--- config.mk ---
export PLATFORM = sky130hd
export DESIGN_NAME = slt_timing_ctrl
export DESIGN_NICKNAME = d
export VERILOG_FILES = /design/src/verilog/slt_pkg.sv /design/src/verilog/slt_timing_ctrl.sv
export SDC_FILE = /design/constraint.sdc
export NUM_CORES = 1
export LEC_CHECK = 0
export ABC_CLOCK_PERIOD_IN_PS = 8500
export BUFFER_PORTS_ARGS = -buffer_cell sky130_fd_sc_hd__buf_2
export CAP_MARGIN = 20
export CORE_MARGIN = 8
export CORE_UTILIZATION = 42
export CTS_CLUSTER_DIAMETER = 150
export DETAILED_ROUTE_END_ITERATION = 10
export SKIP_CTS_REPAIR_TIMING = 1
export SLEW_MARGIN = 5
export SYNTH_ARGS = -nofsm -noshare
export SYNTH_HDL_FRONTEND = slang
export SYNTH_SLANG_ARGS = --single-unit
--- constraint.sdc ---
create_clock -name CLOCK -period 8.5 [get_ports CLOCK]
set_input_delay 0.85 -clock CLOCK [delete_from_list [all_inputs] [get_ports CLOCK]]
set_output_delay 0.85 -clock CLOCK [all_outputs]
set_load 0.02 [all_outputs]
--- src/verilog/slt_pkg.sv ---
package slt_pkg;

    // ****************************************
    // register addresses
    // ****************************************
    localparam logic [7:0] ADDR_CONFIG = 8'h95;
    localparam logic [7:0] ADDR_CLOCK = 8'h96;
    localparam logic [7:0] ADDR_SEG_HI = 8'h97;
    localparam logic [7:0] ADDR_POINTER = 8'hAC;
    localparam logic [7:0] ADDR_DATA = 8'hAE;
    localparam logic [7:0] ADDR_SEG_LO = 8'hED;

    // ****************************************
    // field positions and masks
    // ****************************************
    localparam int CFG_CLOCK_SOURCE_SELECT_BIT = 3;
    localparam int CFG_BLINK_BIT = 5;
    localparam int CFG_CLEAR_BIT = 6;
    localparam logic [7:0] CFG_MASK = 8'h2B;
    localparam int PTR_WRITE_BIT = 7;
    localparam logic [7:0] PTR_MASK = 8'hBF;
    localparam logic [7:0] SEG_HI_MASK = 8'hFC;
    localparam logic [7:0] SEG_LO_MASK = 8'h0F;
    localparam logic [7:0] RESET_BYTE = 8'h00;

    // ****************************************
    // display memory and pin layout
    // ****************************************
    localparam int MEM_BYTES = 15;
    localparam logic [5:0] MEM_LAST = 6'h0E;
    localparam int SEG_LINES = 29;
    localparam int SEG_SHARED_LO = 16;
    localparam int SEG_SHARED_HI = 25;
    localparam int SEG_ALWAYS = 26;
    localparam int SEG_COMMON_LINE_3 = 27;
    localparam int SEG_COMMON_LINE_2 = 28;
    localparam int SEG_HI_BASE = 20;

    // ****************************************
    // multiplex levels, blink modes and rates
    // ****************************************
    localparam logic [1:0] MUX_3X = 2'h2;
    localparam logic [1:0] MUX_4X = 2'h3;
    localparam logic [1:0] BLK_OFF = 2'h0;
    localparam logic [1:0] BLK_ON = 2'h1;
    localparam logic [1:0] BLK_2HZ = 2'h2;
    // half blink periods counted in 128 Hz source edges (256 per second)
    localparam logic [9:0] BLK_HALF_2HZ = 10'h040;
    localparam logic [9:0] BLK_HALF_1HZ = 10'h080;
    localparam logic [9:0] BLK_HALF_UNIT = 10'h080;

    // half waveform steps counted in source edges
    localparam logic [5:0] FD_ZERO_N = 6'h20;
    localparam logic [5:0] FD_3X_MIN = 6'h03;
    localparam logic [3:0] FD_ALL_ONES = 4'hF;
    localparam logic [3:0] FD_ONE = 4'h1;
    localparam logic [3:0] FD_TWO = 4'h2;
    localparam logic [6:0] SLOW_FD15 = 7'h01;
    localparam logic [6:0] SLOW_FD0 = 7'h02;
    localparam logic [6:0] SLOW_2X_FD1 = 7'h04;
    localparam logic [6:0] SLOW_2X_FD2 = 7'h06;
    localparam logic [6:0] SLOW_2X_REST = 7'h08;
    localparam logic [6:0] SLOW_OTHER = 7'h04;

    // ****************************************
    // carrier types
    // ****************************************
    typedef struct packed {
        logic wr;
        logic [7:0] addr;
        logic [7:0] wdata;
    } slt_sfr_req_t;

    typedef struct packed {
        logic [3:0] com_active;
        logic invert;
        logic frame_start;
    } slt_wave_t;

endpackage

--- src/verilog/slt_timing_ctrl.sv ---
`timescale 1ns/100ps

// Summary of operation
// - config bit 3 picks 2048 or 128 Hz
// - slow clock divider codes follow table
// - slow codes 1111 and 0000 special rates
// - fast clock gives sixteen divider rates, fifteen in 3x mux
// - clock, mux, divider jointly set rates
// - waveform inverts at twice waveform rate
// - mux codes 2,3 turn lines into commons
// - lines 0-15 and 26 always segments
// - high enable bits 7:2 pick lines 25:20
// - low enable bits 3:0 pick lines 19:16
// - shared lines enabled independently, else alternate
// - pointer write bit7 stores data byte
// - eight bit data register, resets zero
// - clear bit zeroes all display memory
// - reset also zeroes display memory
// - blink enable alternates display on/off
// - auto blink needs rtc enable input
// - blink modes off, on, 2 Hz, field
// - blink field gives 1,1/2,1/3,1/4 Hz
// - pointer write bit7 clear loads data
// - fifteen bytes, even low nibble, odd high
module slt_timing_ctrl (
    // clock and reset
    input wire logic CLOCK,
    input wire logic RST,
    // special function register access
    input wire slt_pkg::slt_sfr_req_t SFR_REQ,
    output logic [7:0] SFR_RDATA,
    // slow time sources and rtc state, asynchronous
    input wire logic SRC_2048_IN,
    input wire logic SRC_128_IN,
    input wire logic RTC_ENABLE_IN,
    // glass drive
    output slt_pkg::slt_wave_t WAVE,
    output logic [28:0] SEG_STATE,
    output logic [28:0] SEG_IS_LCD,
    output logic COMMON_LINE_2_ON_PIN,
    output logic COMMON_LINE_3_ON_PIN,
    output logic DISPLAY_ON
);

    // ****************************************
    // registers
    // ****************************************
    logic [7:0] cfg_q;
    logic [7:0] clk_reg_q;
    logic [7:0] seg_hi_q;
    logic [7:0] seg_lo_q;
    logic [7:0] ptr_q;
    logic [7:0] data_q;
    logic [7:0] mem_q [slt_pkg::MEM_BYTES];
    logic [7:0] rdata_q;

    wire wr_cfg = SFR_REQ.wr && (SFR_REQ.addr == slt_pkg::ADDR_CONFIG);
    wire wr_clk = SFR_REQ.wr && (SFR_REQ.addr == slt_pkg::ADDR_CLOCK);
    wire wr_hi = SFR_REQ.wr && (SFR_REQ.addr == slt_pkg::ADDR_SEG_HI);
    wire wr_lo = SFR_REQ.wr && (SFR_REQ.addr == slt_pkg::ADDR_SEG_LO);
    wire wr_ptr = SFR_REQ.wr && (SFR_REQ.addr == slt_pkg::ADDR_POINTER);
    wire wr_dat = SFR_REQ.wr && (SFR_REQ.addr == slt_pkg::ADDR_DATA);
    wire [5:0] acc_addr = SFR_REQ.wdata[5:0];
    wire acc_write = SFR_REQ.wdata[slt_pkg::PTR_WRITE_BIT];
    wire acc_in_range = acc_addr <= slt_pkg::MEM_LAST;
    wire mem_clear = wr_cfg && SFR_REQ.wdata[slt_pkg::CFG_CLEAR_BIT];

    wire clock_source_select = cfg_q[slt_pkg::CFG_CLOCK_SOURCE_SELECT_BIT];
    wire [1:0] mux_level = cfg_q[1:0];
    wire blink_enable = cfg_q[slt_pkg::CFG_BLINK_BIT];
    wire [1:0] blink_mode = clk_reg_q[7:6];
    wire [1:0] blink_frequency = clk_reg_q[5:4];
    wire [3:0] frame_divider = clk_reg_q[3:0];

    // ****************************************
    // register writes
    // ****************************************
    // clear bit is a strobe, never stored, so it reads back zero
    always_ff @(posedge CLOCK) begin
        if (RST) begin
            cfg_q <= slt_pkg::RESET_BYTE;
            clk_reg_q <= slt_pkg::RESET_BYTE;
            seg_hi_q <= slt_pkg::RESET_BYTE;
            seg_lo_q <= slt_pkg::RESET_BYTE;
            ptr_q <= slt_pkg::RESET_BYTE;
        end else begin
            if (wr_cfg) cfg_q <= SFR_REQ.wdata & slt_pkg::CFG_MASK;
            if (wr_clk) clk_reg_q <= SFR_REQ.wdata;
            if (wr_hi) seg_hi_q <= SFR_REQ.wdata & slt_pkg::SEG_HI_MASK;
            if (wr_lo) seg_lo_q <= SFR_REQ.wdata & slt_pkg::SEG_LO_MASK;
            if (wr_ptr) ptr_q <= SFR_REQ.wdata & slt_pkg::PTR_MASK;
        end
    end

    // a read access returns zero for an address past the last byte
    wire [7:0] rd_byte = acc_in_range ? mem_q[acc_addr[3:0]] : slt_pkg::RESET_BYTE;

    always_ff @(posedge CLOCK) begin
        if (RST) begin
            data_q <= slt_pkg::RESET_BYTE;
        end else if (wr_ptr && !acc_write) begin
            data_q <= rd_byte;
        end else if (wr_dat) begin
            data_q <= SFR_REQ.wdata;
        end
    end

    // ****************************************
    // display memory
    // ****************************************
    genvar gi;
    generate
        for (gi = 0; gi < slt_pkg::MEM_BYTES; gi++) begin : g_mem
            wire hit = wr_ptr && acc_write && (acc_addr == 6'(gi));
            always_ff @(posedge CLOCK) begin
                if (RST) begin
                    mem_q[gi] <= slt_pkg::RESET_BYTE;
                end else if (mem_clear) begin
                    mem_q[gi] <= slt_pkg::RESET_BYTE;
                end else if (hit) begin
                    mem_q[gi] <= data_q;
                end
            end
        end
    endgenerate

    // ****************************************
    // register reads
    // ****************************************
    wire [7:0] rd_mux =
        (SFR_REQ.addr == slt_pkg::ADDR_CONFIG) ? cfg_q :
        (SFR_REQ.addr == slt_pkg::ADDR_CLOCK) ? clk_reg_q :
        (SFR_REQ.addr == slt_pkg::ADDR_SEG_HI) ? seg_hi_q :
        (SFR_REQ.addr == slt_pkg::ADDR_SEG_LO) ? seg_lo_q :
        (SFR_REQ.addr == slt_pkg::ADDR_POINTER) ? ptr_q :
        (SFR_REQ.addr == slt_pkg::ADDR_DATA) ? data_q : slt_pkg::RESET_BYTE;

    always_ff @(posedge CLOCK) begin
        if (RST) rdata_q <= slt_pkg::RESET_BYTE;
        else rdata_q <= rd_mux;
    end

    // ****************************************
    // input synchronisers
    // ****************************************
    // third stage only feeds edge detection, first stays private
    logic [2:0] s2048_q;
    logic [2:0] s128_q;
    logic [1:0] rtc_q;

    always_ff @(posedge CLOCK) begin
        if (RST) begin
            s2048_q <= 3'h0;
            s128_q <= 3'h0;
            rtc_q <= 2'h0;
        end else begin
            s2048_q <= {s2048_q[1:0], SRC_2048_IN};
            s128_q <= {s128_q[1:0], SRC_128_IN};
            rtc_q <= {rtc_q[0], RTC_ENABLE_IN};
        end
    end

    // both edges count, giving events at twice the source rate
    wire ev_2048 = s2048_q[2] ^ s2048_q[1];
    wire ev_128 = s128_q[2] ^ s128_q[1];
    wire ev_src = clock_source_select ? ev_128 : ev_2048;
    wire rtc_enable = rtc_q[1];

    // ****************************************
    // waveform step length
    // ****************************************
    wire [5:0] fd_n = (frame_divider == 4'h0) ? slt_pkg::FD_ZERO_N : {2'h0, frame_divider} + 6'h1;
    wire [5:0] fd_n3 = (fd_n < slt_pkg::FD_3X_MIN) ? slt_pkg::FD_3X_MIN : fd_n;
    wire is_2x = (mux_level != slt_pkg::MUX_3X) && (mux_level != slt_pkg::MUX_4X);
    // eight bits, since a 2x step at code 0000 is 128 source edges long
    wire [7:0] fast_half =
        is_2x ? {fd_n, 2'h0} :
        (mux_level == slt_pkg::MUX_3X) ? {1'b0, fd_n3, 1'h0} : {1'b0, fd_n, 1'h0};
    wire [6:0] slow_2x =
        (frame_divider == slt_pkg::FD_ONE) ? slt_pkg::SLOW_2X_FD1 :
        (frame_divider == slt_pkg::FD_TWO) ? slt_pkg::SLOW_2X_FD2 : slt_pkg::SLOW_2X_REST;
    wire [6:0] slow_half =
        (frame_divider == slt_pkg::FD_ALL_ONES) ? slt_pkg::SLOW_FD15 :
        (frame_divider == 4'h0) ? slt_pkg::SLOW_FD0 :
        is_2x ? slow_2x : slt_pkg::SLOW_OTHER;
    wire [7:0] half_len = clock_source_select ? {1'b0, slow_half} : fast_half;
    wire [1:0] com_last = is_2x ? 2'h1 : mux_level;

    // ****************************************
    // common stepping and inversion
    // ****************************************
    logic [7:0] step_cnt_q;
    logic inv_q;
    logic [1:0] com_q;
    logic frame_q;

    wire step_end = ev_src && (step_cnt_q + 8'h1 >= half_len);
    wire com_adv = step_end && inv_q;
    wire com_wrap = com_q >= com_last;

    always_ff @(posedge CLOCK) begin
        if (RST) begin
            step_cnt_q <= 8'h0;
            inv_q <= 1'b0;
            com_q <= 2'h0;
            frame_q <= 1'b0;
        end else begin
            frame_q <= com_adv && com_wrap;
            if (step_end) step_cnt_q <= 8'h0;
            else if (ev_src) step_cnt_q <= step_cnt_q + 8'h1;
            if (step_end) inv_q <= !inv_q;
            if (com_adv) com_q <= com_wrap ? 2'h0 : com_q + 2'h1;
        end
    end

    // ****************************************
    // blink control
    // ****************************************
    // the blink timebase always runs from the 128 Hz source edges
    logic [9:0] blk_cnt_q;
    logic blk_phase_q;

    wire [9:0] blk_half =
        (blink_mode == slt_pkg::BLK_2HZ) ? slt_pkg::BLK_HALF_2HZ :
        slt_pkg::BLK_HALF_UNIT * ({8'h0, blink_frequency} + 10'h1);
    wire blk_auto = blink_mode[1] && rtc_enable;
    wire blk_end = ev_128 && (blk_cnt_q + 10'h1 >= blk_half);

    always_ff @(posedge CLOCK) begin
        if (RST) begin
            blk_cnt_q <= 10'h0;
            blk_phase_q <= 1'b1;
        end else if (!blk_auto) begin
            blk_cnt_q <= 10'h0;
            blk_phase_q <= 1'b1;
        end else if (blk_end) begin
            blk_cnt_q <= 10'h0;
            blk_phase_q <= !blk_phase_q;
        end else if (ev_128) begin
            blk_cnt_q <= blk_cnt_q + 10'h1;
        end
    end

    // without the rtc the automatic codes simply hold the display on
    wire disp_on =
        !blink_enable ? 1'b1 :
        (blink_mode == slt_pkg::BLK_OFF) ? 1'b0 :
        (blink_mode == slt_pkg::BLK_ON) ? 1'b1 : blk_phase_q;

    // ****************************************
    // segment mapping
    // ****************************************
    wire common_line_2_pin = mux_level == slt_pkg::MUX_3X || mux_level == slt_pkg::MUX_4X;
    wire common_line_3_pin = mux_level == slt_pkg::MUX_4X;
    wire [28:0] seg_lcd;
    wire [28:0] seg_bit;

    generate
        for (gi = 0; gi < slt_pkg::SEG_LINES; gi++) begin : g_seg
            if (gi < slt_pkg::SEG_SHARED_LO || gi == slt_pkg::SEG_ALWAYS) begin : g_fix
                assign seg_lcd[gi] = 1'b1;
            end else if (gi < slt_pkg::SEG_HI_BASE) begin : g_lo
                assign seg_lcd[gi] = seg_lo_q[gi - slt_pkg::SEG_SHARED_LO];
            end else if (gi <= slt_pkg::SEG_SHARED_HI) begin : g_hi
                assign seg_lcd[gi] = seg_hi_q[gi - slt_pkg::SEG_HI_BASE + 2];
            end else if (gi == slt_pkg::SEG_COMMON_LINE_3) begin : g_c3
                assign seg_lcd[gi] = !common_line_3_pin;
            end else begin : g_c2
                assign seg_lcd[gi] = !common_line_2_pin;
            end
            assign seg_bit[gi] = mem_q[gi / 2][(gi % 2) * 4 + com_q];
        end
    endgenerate

    // ****************************************
    // output registers
    // ****************************************
    logic [28:0] seg_state_q;
    logic [28:0] seg_is_lcd_q;
    logic [3:0] com_act_q;
    logic inv_out_q;
    logic common_line_2_q;
    logic common_line_3_q;
    logic disp_q;

    always_ff @(posedge CLOCK) begin
        if (RST) begin
            seg_state_q <= 29'h0;
            seg_is_lcd_q <= 29'h0;
            com_act_q <= 4'h0;
            inv_out_q <= 1'b0;
            common_line_2_q <= 1'b0;
            common_line_3_q <= 1'b0;
            disp_q <= 1'b0;
        end else begin
            seg_state_q <= disp_on ? (seg_bit & seg_lcd) : 29'h0;
            seg_is_lcd_q <= seg_lcd;
            com_act_q <= 4'h1 << com_q;
            inv_out_q <= inv_q;
            common_line_2_q <= common_line_2_pin;
            common_line_3_q <= common_line_3_pin;
            disp_q <= disp_on;
        end
    end

    assign SFR_RDATA = rdata_q;
    assign WAVE.com_active = com_act_q;
    assign WAVE.invert = inv_out_q;
    assign WAVE.frame_start = frame_q;
    assign SEG_STATE = seg_state_q;
    assign SEG_IS_LCD = seg_is_lcd_q;
    assign COMMON_LINE_2_ON_PIN = common_line_2_q;
    assign COMMON_LINE_3_ON_PIN = common_line_3_q;
    assign DISPLAY_ON = disp_q;

endmodule

==> results.py, run 1 <==
metrics = {
    "outcome": {
        "outcome": "finished clean",
    },
    "timing": {
        "worstMarginPinSlew_ns": 1.064,
        "fmax_mhz": 279.0,
        "relSlewSlack_pct": 28.33,
        "min_period_over_period_pct": 42.17,
        "rsz0062_at_grt": "no",
        "skew_ns": 0.01549,
        "final_max_slew_viol_count": 0,
        "hold_violations": 0,
        "tns_ns": 0,
        "min_period_ns": 3.585,
        "finalSetupViolCount": 0,
    },
    "floorplanning": {
        "rows": 61,
        "dieArea_um2": 34090,
        "io_pins": 97,
        "initial_core_util_pct": 42.76,
        "die_w_um": 184.6,
        "coreArea_um2": 27930,
        "die_y_um": 184.6,
    },
    "routing": {
        "via_count": 8482,
        "wire_per_inst_um": 21.74,
        "firstDrtPassIters": 5,
        "remaining_drc_errors": 0,
        "avgViaCountPerCell": 5.723,
        "routed_wl_um": 32220,
        "postRouteAntennaNets": 0,
        "initialDrtViolationCount": 901,
    },
    "global_routing": {
        "grt_max_degree": 74,
        "grt_pass1_wl_um": 48930,
        "grt_overflow_total": 0,
        "grt_pass1_vias": 8248,
        "grt_use_total_pct": 18.56,
        "antenna_found_initial": 1,
    },
    "logic_synthesis": {
        "synth_area_um2": 11950,
        "async_flop_share_pct": 0,
        "avgSynthCellArea_um2": 11.53,
        "yosysTopAreaCellShare_pct": 30.17,
        "yosysTopAreaCell": "edfxtp_1",
        "synth-edff-count": 120,
        "yosysSeqAreaShare_pct": 51.28,
        "ys_seq_elements": 246,
        "synth_cell_types": 63,
        "synth_fp_nets": 1080,
        "syn_inst": 1036,
        "synthTopCellsByArea": "edfxtp_1 (30%), dfxtp_1 (21%), mux4_2 (10%)",
        "ys.warnings.count": 0,
        "synthFlopType": "dfxtp_1",
    },
    "place": {
        "dp_hpwl_um": 21630,
        "placed_cells": 1420,
        "gp_congestion": 0.8558,
        "port-buffer-count": 96,
    },
    "clock_network": {
        "cts_tree": "done",
        "htree_levels": 1,
        "worstSkewPairLatency_ns": 0.54,
        "clk_pin_slew_ns": 0.06,
        "clockBufferDepth": 3,
        "cts_buffers": 27,
        "clockRootBuffer": "clkbuf_16",
        "cts_sinks": 246,
    },
    "layout": {
        "syn_to_final_growth_pct": 13.13,
        "fill_cells": 2544,
        "multi_input_area_um2": 5283,
        "drive_above_1_share_pct": 23.41,
        "fin_util_pct": 48.38,
        "fin_cells": 1482,
        "ff_latch_area_um2": 6128,
        "fin_nets": 1127,
    },
    "worst_setup_path": {
        "arrival_ns": 4.05,
        "required_ns": 8.96,
        "cp-start-kind": "flop",
        "end_kind": "flop",
        "crit_type": "reg2reg",
        "cp_max_fo": 8,
    },
    "power": {
        "netSwitchingPower_uw": 583.5,
        "pwr-share-comb_pct": 5.7,
        "seqPwrFrac_pct": 48.7,
        "powerDensity_nw_per_um2": 195.2,
        "vdd_drop_max_mv": 0.1198,
        "internal_power_mw": 2.055,
        "power_frac_clock_pct": 45.6,
        "power_mw": 2.638,
        "switching_share_pct": 22.12,
        "total_leakage_power_nw": 5.692,
    },
    "min_path": {
        "hp-class": "reg2reg",
    },
    "job": {
        "maxCapViolCount": 0,
    },
}
-- synth_stat cells (2+ instances only) --
cell	count
a2111oi_0	3
a211oi_1	10
a21oi_1	19
a221oi_1	9
a22oi_1	4
a31o_2	4
a31oi_1	5
and2_1	21
and3_1	140
buf_1	3
buf_2	15
buf_4	20
clkbuf_1	50
clkbuf_2	11
dfxtp_1	126
edfxtp_1	120
ha_1	22
inv_1	14
mux2_2	17
mux2i_1	40
mux4_2	53
nand2_1	55
nand2b_1	11
nand3_1	21
nand4_1	8
nor2_1	79
nor2_2	6
nor2b_1	26
nor3_1	4
nor3b_1	4
nor4_1	2
nor4_2	3
nor4b_1	2
o21ai_0	46
o221ai_1	2
o41ai_1	3
or2_2	2
or3_1	7
xnor2_1	11
xor2_1	15
-- power by group through the flow --
| stage | registers, mW | logic [mW] | clock network (mW) |
|---|---|---|---|
| after floorplan | 1.31 | 0.101 | 0 |
| after global placement | 1.31 | 0.144 | 0 |
| after detailed placement | 1.31 | 0.146 | 0 |
| after CTS | 1.29 | 0.147 | 1.22 |
| after global routing | 1.29 | 0.159 | 1.27 |
| final | 1.29 | 0.150 | 1.20 |
-- critical path, stage by stage, from the launching register on --
cell and delay (ns):
dfxtp_1 0.37, inv_1 0.12, ha_1 0.20, nor3b_1 0.49, nor2b_1 0.15, nand4_1 0.15, nand3b_1 0.08, a31oi_1 0.19
ha_1 0.26, a211oi_1 0.22, o21ai_0 0.13, a41oi_1 0.60, o21ai_1 0.35, a21oi_1 0.20
-- stage by stage --
step	hold slack (ns)	area, um2	setup WS, ns
floorplan	0.4138	11950	5.616
global placement	0.4365	12480	4.826
detailed placement	0.4325	12520	4.702
CTS	0.4568	13430	4.930
global route	0.4595	13510	4.527
finish	0.4578	13510	4.915
-- flip-flops by register name (all words and copies together) (netlist names), 6 cells and up --
| signal | flops |
|---|---|
| ptr_q | 7 |
| seg_hi_q | 6 |
| mem_q | 120 |
| blk_cnt_q | 10 |
| SEG_STATE | 29 |
| data_q | 8 |
| step_cnt_q | 8 |
| SFR_RDATA | 8 |
| SEG_IS_LCD | 13 |
| clk_reg_q | 8 |
-- final cells by class --
| cell class | count | area share, % |
|---|---|---|
| Sequential cell | 246 | 45.35 |
| Multi-Input combinational cell | 675 | 39.09 |
| Clock buffer | 36 | 5.787 |
| Timing Repair Buffer | 118 | 4.851 |
| Tap cell | 378 | 3.500 |
| Clock inverter | 12 | 0.9721 |
| Inverter | 15 | 0.4166 |
| Antenna cell | 2 | 0.03703 |
-- layout by cell type (no fill, tap or decap), types with 17 or more instances in the layout --
master	count
mux2i_1	40
nor2_1	79
dfxtp_1	124
edfxtp_1	120
buf_2	106
mux4_2	53
clkbuf_16	29
nor2b_1	26
ha_1	22
nand3_1	21
a21oi_1	18
and3_1	140
o21ai_0	46
and2_1	21
mux2_2	17
nand2_1	55
-- cells by family after synthesis --
kind of cell             count (synthesis)  share of synthesized area [%]
AND/OR/NAND/NOR                        400                          18.71
multiplexers                           110                          14.95
flip-flops                             246                          51.28
AO/OA/AOI/OAI                          116                          6.138
buffers and inverters                  115                          4.577
XOR/XNOR                                27                          2.043
adder cells (fa/ha/maj)                 22                          2.304
-- worst paths after layout --
kind	start	slack, ns	to	cells past startpoint
max	clk_reg_q[0]	4.92	step_cnt_q[1]	13
min	s2048_q[0]	0.46	s2048_q[1]	1
max reg2reg	clk_reg_q[0]	4.92	step_cnt_q[1]	13
min reg2reg	s2048_q[0]	0.46	s2048_q[1]	1
-- per-layer routing --
metal  GRT usage [%]  vias up  share of wire, %
li1                -     3897                 -
met3           3.702       76               8.5
met5               0        -                 0
met4           5.506        0               2.6
met1           24.72     4162                42
met2           30.24      347                47
Power figures use the tool's default switching activity.
==> inputs of run 2 (changes only) <==
Settings changed: ABC_CLOCK_PERIOD_IN_PS 8500 to 2900.
Clock period 8.5 ns to 2.9 ns, I/O delays scaled along.
==> run 2 against run 1 <==
Effect of this change: final cell count is 2.1% higher; clock skew is 0.00094 ns higher; final area is 1.7% higher; worst setup slack worse by 4.7 ns; die area stayed put.
==> results.py, run 2 (synthesized netlist as in run 1, its figures left out) <==
metrics = {
    "outcome": {
        "outcome": "finished clean",
    },
    "timing": {
        "relSlewSlack_pct": 27.22,
        "final_max_slew_viol_count": 0,
        "worstMarginPinSlew_ns": 1.087,
        "hold_violations": 0,
        "skew_ns": 0.01643,
        "finalSetupViolCount": 0,
        "min_period_ns": 2.726,
        "min_period_over_period_pct": 94.01,
        "fmax_mhz": 366.8,
    },
    "worst_setup_path": {
        "worstSetupStartpoint": "clk_reg_q[0]",
        "crit_buf_inv": 2,
        "cp_cell_sequence": "inv_2 > ha_2 > nor3b_2 > nor2b_2 > nand4_1 > nand3b_1 > a31oi_1 > ha_1 > nand2_1 > o21ai_2 > a41oi_2 > buf_6 > or3_1 > a21oi_2",
        "critical_path.max_stage_delay_ns": 0.38,
        "cp_max_fo": 7,
        "end_kind": "flop",
        "cp-start-kind": "flop",
        "arrival_ns": 3.18,
        "cp_slowest_cell": "dfxtp_4",
        "r2r_start": "clk_reg_q[0]",
        "cp_top_family": "simple AND/OR/NAND/NOR gates",
        "crit_type": "reg2reg",
        "required_ns": 3.35,
        "r2r_setup_slack_ns": 0.17,
    },
    "routing": {
        "routed_wl_um": 31140,
        "firstDrtPassIters": 5,
        "via_count": 8428,
        "wire_per_inst_um": 20.58,
        "postRouteAntennaNets": 0,
        "remaining_drc_errors": 0,
        "avgViaCountPerCell": 5.570,
        "initialDrtViolationCount": 627,
    },
    "global_routing": {
        "antenna_found_initial": 0,
        "use_met1_pct": 23.19,
        "grt_max_degree": 50,
        "grt_use_total_pct": 17.95,
        "grt_pass1_vias": 8423,
        "grt.busiest_layer": "met2",
        "grt_pass1_wl_um": 47910,
        "met2_usage_pct": 30.64,
        "grt_overflow_total": 0,
        "grt_use_met3_pct": 2.855,
    },
    "floorplanning": {
        "coreArea_um2": 27930,
        "dieArea_um2": 34090,
        "die_w_um": 184.6,
        "rows": 61,
        "initial_core_util_pct": 42.76,
        "die_y_um": 184.6,
        "io_pins": 97,
    },
    "power": {
        "vdd_drop_max_mv": 0.4038,
        "total_leakage_power_nw": 5.835,
        "power_mw": 7.508,
        "powerDensity_nw_per_um2": 546.2,
    },
    "layout": {
        "drive_above_1_share_pct": 26.52,
        "mostFrequentLayoutCells": "and3_1 (140), dfxtp_1 (122), edfxtp_1 (120), buf_2 (96), nor2_1 (79)",
        "final_common_cell": "and3_1",
        "fin_util_pct": 49.21,
        "largest_register_ffs": 120,
        "diodes": 0,
        "fill_cells": 2527,
        "multi_input_area_um2": 5331,
        "ff_latch_area_um2": 6136,
        "syn_to_final_growth_pct": 15.07,
        "top_register": "mem_q",
        "fin_nets": 1159,
        "final_area_um2": 13750,
    },
    "clock_network": {
        "cts_buffers": 27,
        "cts_sinks": 246,
        "clockRootBuffer": "clkbuf_16",
        "worstSkewPairLatency_ns": 0.53,
        "clockBufferDepth": 3,
        "cts_tree": "done",
        "htree_levels": 1,
        "clk_pin_slew_ns": 0.06,
    },
    "job": {
        "maxCapViolCount": 0,
    },
    "place": {
        "port-buffer-count": 96,
        "dp_hpwl_um": 21930,
        "gp_congestion": 0.8654,
        "place_area_um2": 12800,
    },
    "min_path": {
        "hp-class": "in2reg",
        "worstHoldStart": "SRC_2048_IN",
    },
}
[run 2: changes by cell type in the layout (fill, tap and decap cells not counted), sizes merged]
cell         previous run  this run
buf                   118       148
clkinv                 10        12
diode                   2         0
dlygate4sd3             0         2
bufinv                  3         2
clkbuf                 36        35
inv                    14        15
[run 2: report_power, final]
part           internal (mW)  leakage, nW  total, mW  switching, mW
clock                   1.92        0.420       3.28           1.36
combinational          0.182         3.15      0.472          0.290
sequential              3.71         2.26       3.76         0.0429
[run 2: worst paths after layout]
kind	to	cells past startpoint
max	com_q[1]	14
min	s2048_q[0]	2
max reg2reg	com_q[1]	14
min reg2reg	s128_q[1]	1
[run 2: worst register-to-register path, stage by stage (launching register included)]
cell,delay (ns)
dfxtp_4,0.38
inv_2,0.06
ha_2,0.20
nor3b_2,0.17
nor2b_2,0.17
nand4_1,0.13
nand3b_1,0.11
a31oi_1,0.10
ha_1,0.33
nand2_1,0.07
o21ai_2,0.14
a41oi_2,0.14
buf_6,0.17
or3_1,0.35
a21oi_2,0.15
[run 2: layer usage]
layer	share of wire (%)	vias to the layer above
li1	-	3950
met1	43	4170
met2	49	254
met3	6.0	54
met4	2.3	0
met5	0	-
[run 2: layout make-up]
type                            instances  area share, %
Sequential cell                       246          44.64
Tap cell                              378          3.441
Inverter                               15         0.4096
Clock inverter                         14         0.8738
Timing Repair Buffer                  150          6.618
Multi-Input combinational cell        675          38.79
Clock buffer                           35          5.234
[run 2: stage by stage]
step / setup TNS [ns] / cells / hold slack [ns] / setup WS, ns
6_report: 0 / 1513 / 0.01388 / 0.1738
5_1_grt: -0.02073 / 1513 / 0.02179 / -0.01336
4_1_cts: -0.7862 / 1510 / -0.03245 / -0.09482
3_5_place_dp: -0.4901 / 1461 / 0.4333 / -0.06030
3_3_place_gp: 0 / 1460 / 0.4251 / 0.06115
2_1_floorplan: 0 / 1036 / 0.4138 / 0.06645
==> inputs of run 3 (changes only) <==
Settings changed: ABC_AREA from default to 1.
==> run 3 against run 2 <==
Effect of this change: sequential power hardly changed; hold slack improved by 0.051 ns; worst setup slack gained 0.16 ns; sequential share of layout area down 0.17 points; via count increased by 20%; register-to-register slack improved by 0.16 ns; die area shrank 0.93%; fmax up 6.0%; total power rose by 7.5%; routed wire length grew 12%; critical path type unchanged.
==> results.py, run 3 <==
metrics = {
    "outcome": {
        "outcome": "finished clean",
    },
    "logic_synthesis": {
        "async_flop_share_pct": 0,
        "synth-adder-area-share_pct": 2.328,
        "synth_area_um2": 11820,
        "yosysTopAreaCellShare_pct": 30.48,
        "synth_top_family_by_area": "simple AND/OR/NAND/NOR gates",
        "yosys-top-cells-count": "nor2_1 (309), nand2_1 (228), o21ai_0 (138)",
        "ys.warnings.count": 0,
        "ys_seq_elements": 246,
        "syn_inst": 1460,
        "avgSynthCellArea_um2": 8.099,
        "yosysTopAreaCell": "edfxtp_1",
        "synth-compound-area-share_pct": 13.57,
        "synth.most_common_cell": "nor2_1",
        "synthFlopType": "dfxtp_1",
        "synth-simple-area-share_pct": 23.14,
        "synth-edff-count": 120,
        "yosysSeqAreaShare_pct": 51.81,
        "synthTopCellsByArea": "edfxtp_1 (30%), dfxtp_1 (21%), nor2_1 (9.8%)",
        "synth_cell_types": 41,
        "synth_fp_nets": 1504,
        "synth_mux_area_share_pct": 0.08466,
        "synth-xor-area-share_pct": 1.111,
    },
    "floorplanning": {
        "io_pins": 97,
        "initial_core_util_pct": 42.56,
        "dieArea_um2": 33780,
        "coreArea_um2": 27780,
        "die_w_um": 183.8,
        "die_y_um": 183.8,
        "rows": 61,
    },
    "layout": {
        "fin_nets": 1590,
        "mostFrequentLayoutCells": "nor2_1 (309), nand2_1 (227), o21ai_0 (137), inv_1 (129)",
        "diodes": 0,
        "final_area_um2": 13780,
        "syn_to_final_growth_pct": 16.53,
        "fin_cells": 1946,
        "final_common_cell": "nor2_1",
        "top_register": "mem_q",
        "fill_cells": 2710,
        "drive_above_1_share_pct": 13.84,
        "largest_register_ffs": 120,
    },
    "global_routing": {
        "grt_use_total_pct": 20.26,
        "grt_overflow_total": 0,
        "grt_pass1_wl_um": 53930,
        "grt_pass1_vias": 9686,
        "grt_max_degree": 59,
        "antenna_found_initial": 0,
    },
    "worst_setup_path": {
        "crit_end": "step_cnt_q[5]",
        "cp-start-kind": "flop",
        "worst_r2r_path_depth": 18,
        "end_kind": "flop",
        "required_ns": 3.37,
        "worstSetupStartpoint": "clk_reg_q[0]",
        "arrival_ns": 3.04,
        "crit_type": "reg2reg",
        "cp_max_fo": 8,
        "r2r_setup_slack_ns": 0.33,
        "r2r_start": "clk_reg_q[0]",
        "rr_endpoint": "step_cnt_q[5]",
    },
    "min_path": {
        "hp-class": "in2reg",
        "worstHoldStart": "RST",
    },
    "power": {
        "vdd_drop_max_mv": 0.3544,
        "power_mw": 8.068,
        "powerDensity_nw_per_um2": 585.6,
        "total_leakage_power_nw": 5.652,
    },
    "clock_network": {
        "cts_buffers": 28,
        "worstSkewPairLatency_ns": 0.55,
        "htree_levels": 1,
        "clk_pin_slew_ns": 0.06,
        "clockBufferDepth": 3,
        "cts_sinks": 246,
        "clockRootBuffer": "clkbuf_16",
        "cts_tree": "done",
    },
    "job": {
        "maxCapViolCount": 0,
    },
    "routing": {
        "routed_wl_um": 34740,
        "remaining_drc_errors": 0,
        "initialDrtViolationCount": 958,
        "via_count": 10150,
        "avgViaCountPerCell": 5.217,
        "wire_per_inst_um": 17.85,
        "postRouteAntennaNets": 0,
        "firstDrtPassIters": 5,
    },
    "place": {
        "placed_cells": 1891,
        "place_area_um2": 12730,
        "dp_hpwl_um": 24130,
        "port-buffer-count": 96,
        "gp_congestion": 0.9008,
    },
    "timing": {
        "skew_ns": 0.01470,
        "relSlewSlack_pct": 21.47,
        "finalSetupViolCount": 0,
        "worstMarginPinSlew_ns": 1.178,
        "fmax_mhz": 388.9,
        "hold_violations": 0,
        "min_period_over_period_pct": 88.66,
        "min_period_ns": 2.571,
        "tns_ns": 0,
        "final_max_slew_viol_count": 0,
        "rsz0062_at_grt": "no",
    },
}
run 3: cell count changes after synthesis, moves of 17 or more:
cell and change:
and3_1 -140, o21ai_0 +92, mux2i_1 -39, nor2_1 +230, a21oi_1 +106, nand2_1 +173
inv_1 +116, mux4_2 -53, nor3_1 +39, nor2b_1 -26, mux2_2 -17, and2_1 -20
run 3: per-layer routing:
layer  part of all wire, %  vias to the layer above  global-route usage (%)
met5                     0                        -                       0
met4                   3.2                        0                   7.131
met3                   7.4                       81                   3.004
met2                    47                      376                   34.50
met1                    42                     4715                   25.91
li1                      -                     4980                       -
run 3: kinds of logic (layout without fill, tap and decap cells):
kind of cell	after synthesis	count (layout)
multiplexers	1	1
buffers and inverters	226	334
adder cells (fa/ha/maj)	22	22
AO/OA/AOI/OAI	300	300
AND/OR/NAND/NOR	650	650
XOR/XNOR	15	15
flip-flops	246	246
run 3: critical path, stage by stage, from the launching register on:
cell and delay (ns):
dfxtp_1 0.38, inv_1 0.11, ha_1 0.21, nand2_1 0.15, nand2_1 0.07, nor3_1 0.14
nand3_1 0.11, a21oi_1 0.13, o21ai_0 0.10, ha_1 0.30, nand2_1 0.07, nand3b_1 0.07
nand2_1 0.06, nand2_1 0.05, nand2_1 0.05, nand2_1 0.10, nand2_1 0.12, nand2_2 0.12
a21oi_1 0.15
run 3: how the worst min path moves through the flow:
stage,to,slack (ns),depth (start not counted)
3_5_place_dp,s128_q[1],0.39,2
5_1_grt,clk_reg_q[7],0.08,2
2_1_floorplan,rtc_q[1],0.39,2
4_1_cts,s2048_q[0],-0.06,3
6_report,cfg_q[5],0.07,2
3_3_place_gp,s128_q[1],0.39,2
run 3: cell type report:
cell class                 count  area [um2]  area share (%)
clock buffer                  42       857.1           6.220
clock inverter                10       162.7           1.181
inverter                     137       514.2           3.732
multi-input combinational    988        4763           34.57
sequential                   246        6127           44.47
tap                          378       473.0           3.433
timing repair buffer         145       880.8           6.393
run 3: metrics by stage:
| stage | utilization, % | hold slack [ns] | worst slack [ns] |
|---|---|---|---|
| 2_1_floorplan | - | 0.3883 | 0.5910 |
| 3_3_place_gp | 45.81 | 0.3929 | 0.3320 |
| 3_5_place_dp | 45.81 | 0.3920 | 0.2515 |
| 4_1_cts | 49.48 | -0.05711 | 0.2380 |
| 5_1_grt | 49.59 | 0.07687 | 0.03651 |
| 6_report | 49.59 | 0.06505 | 0.3288 |
run 3: power by group:
| group | switching, mW | total, mW | internal, mW |
|---|---|---|---|
| combinational | 0.347 | 0.488 | 0.142 |
| sequential | 0.0405 | 3.76 | 3.72 |
| clock | 1.43 | 3.82 | 2.40 |
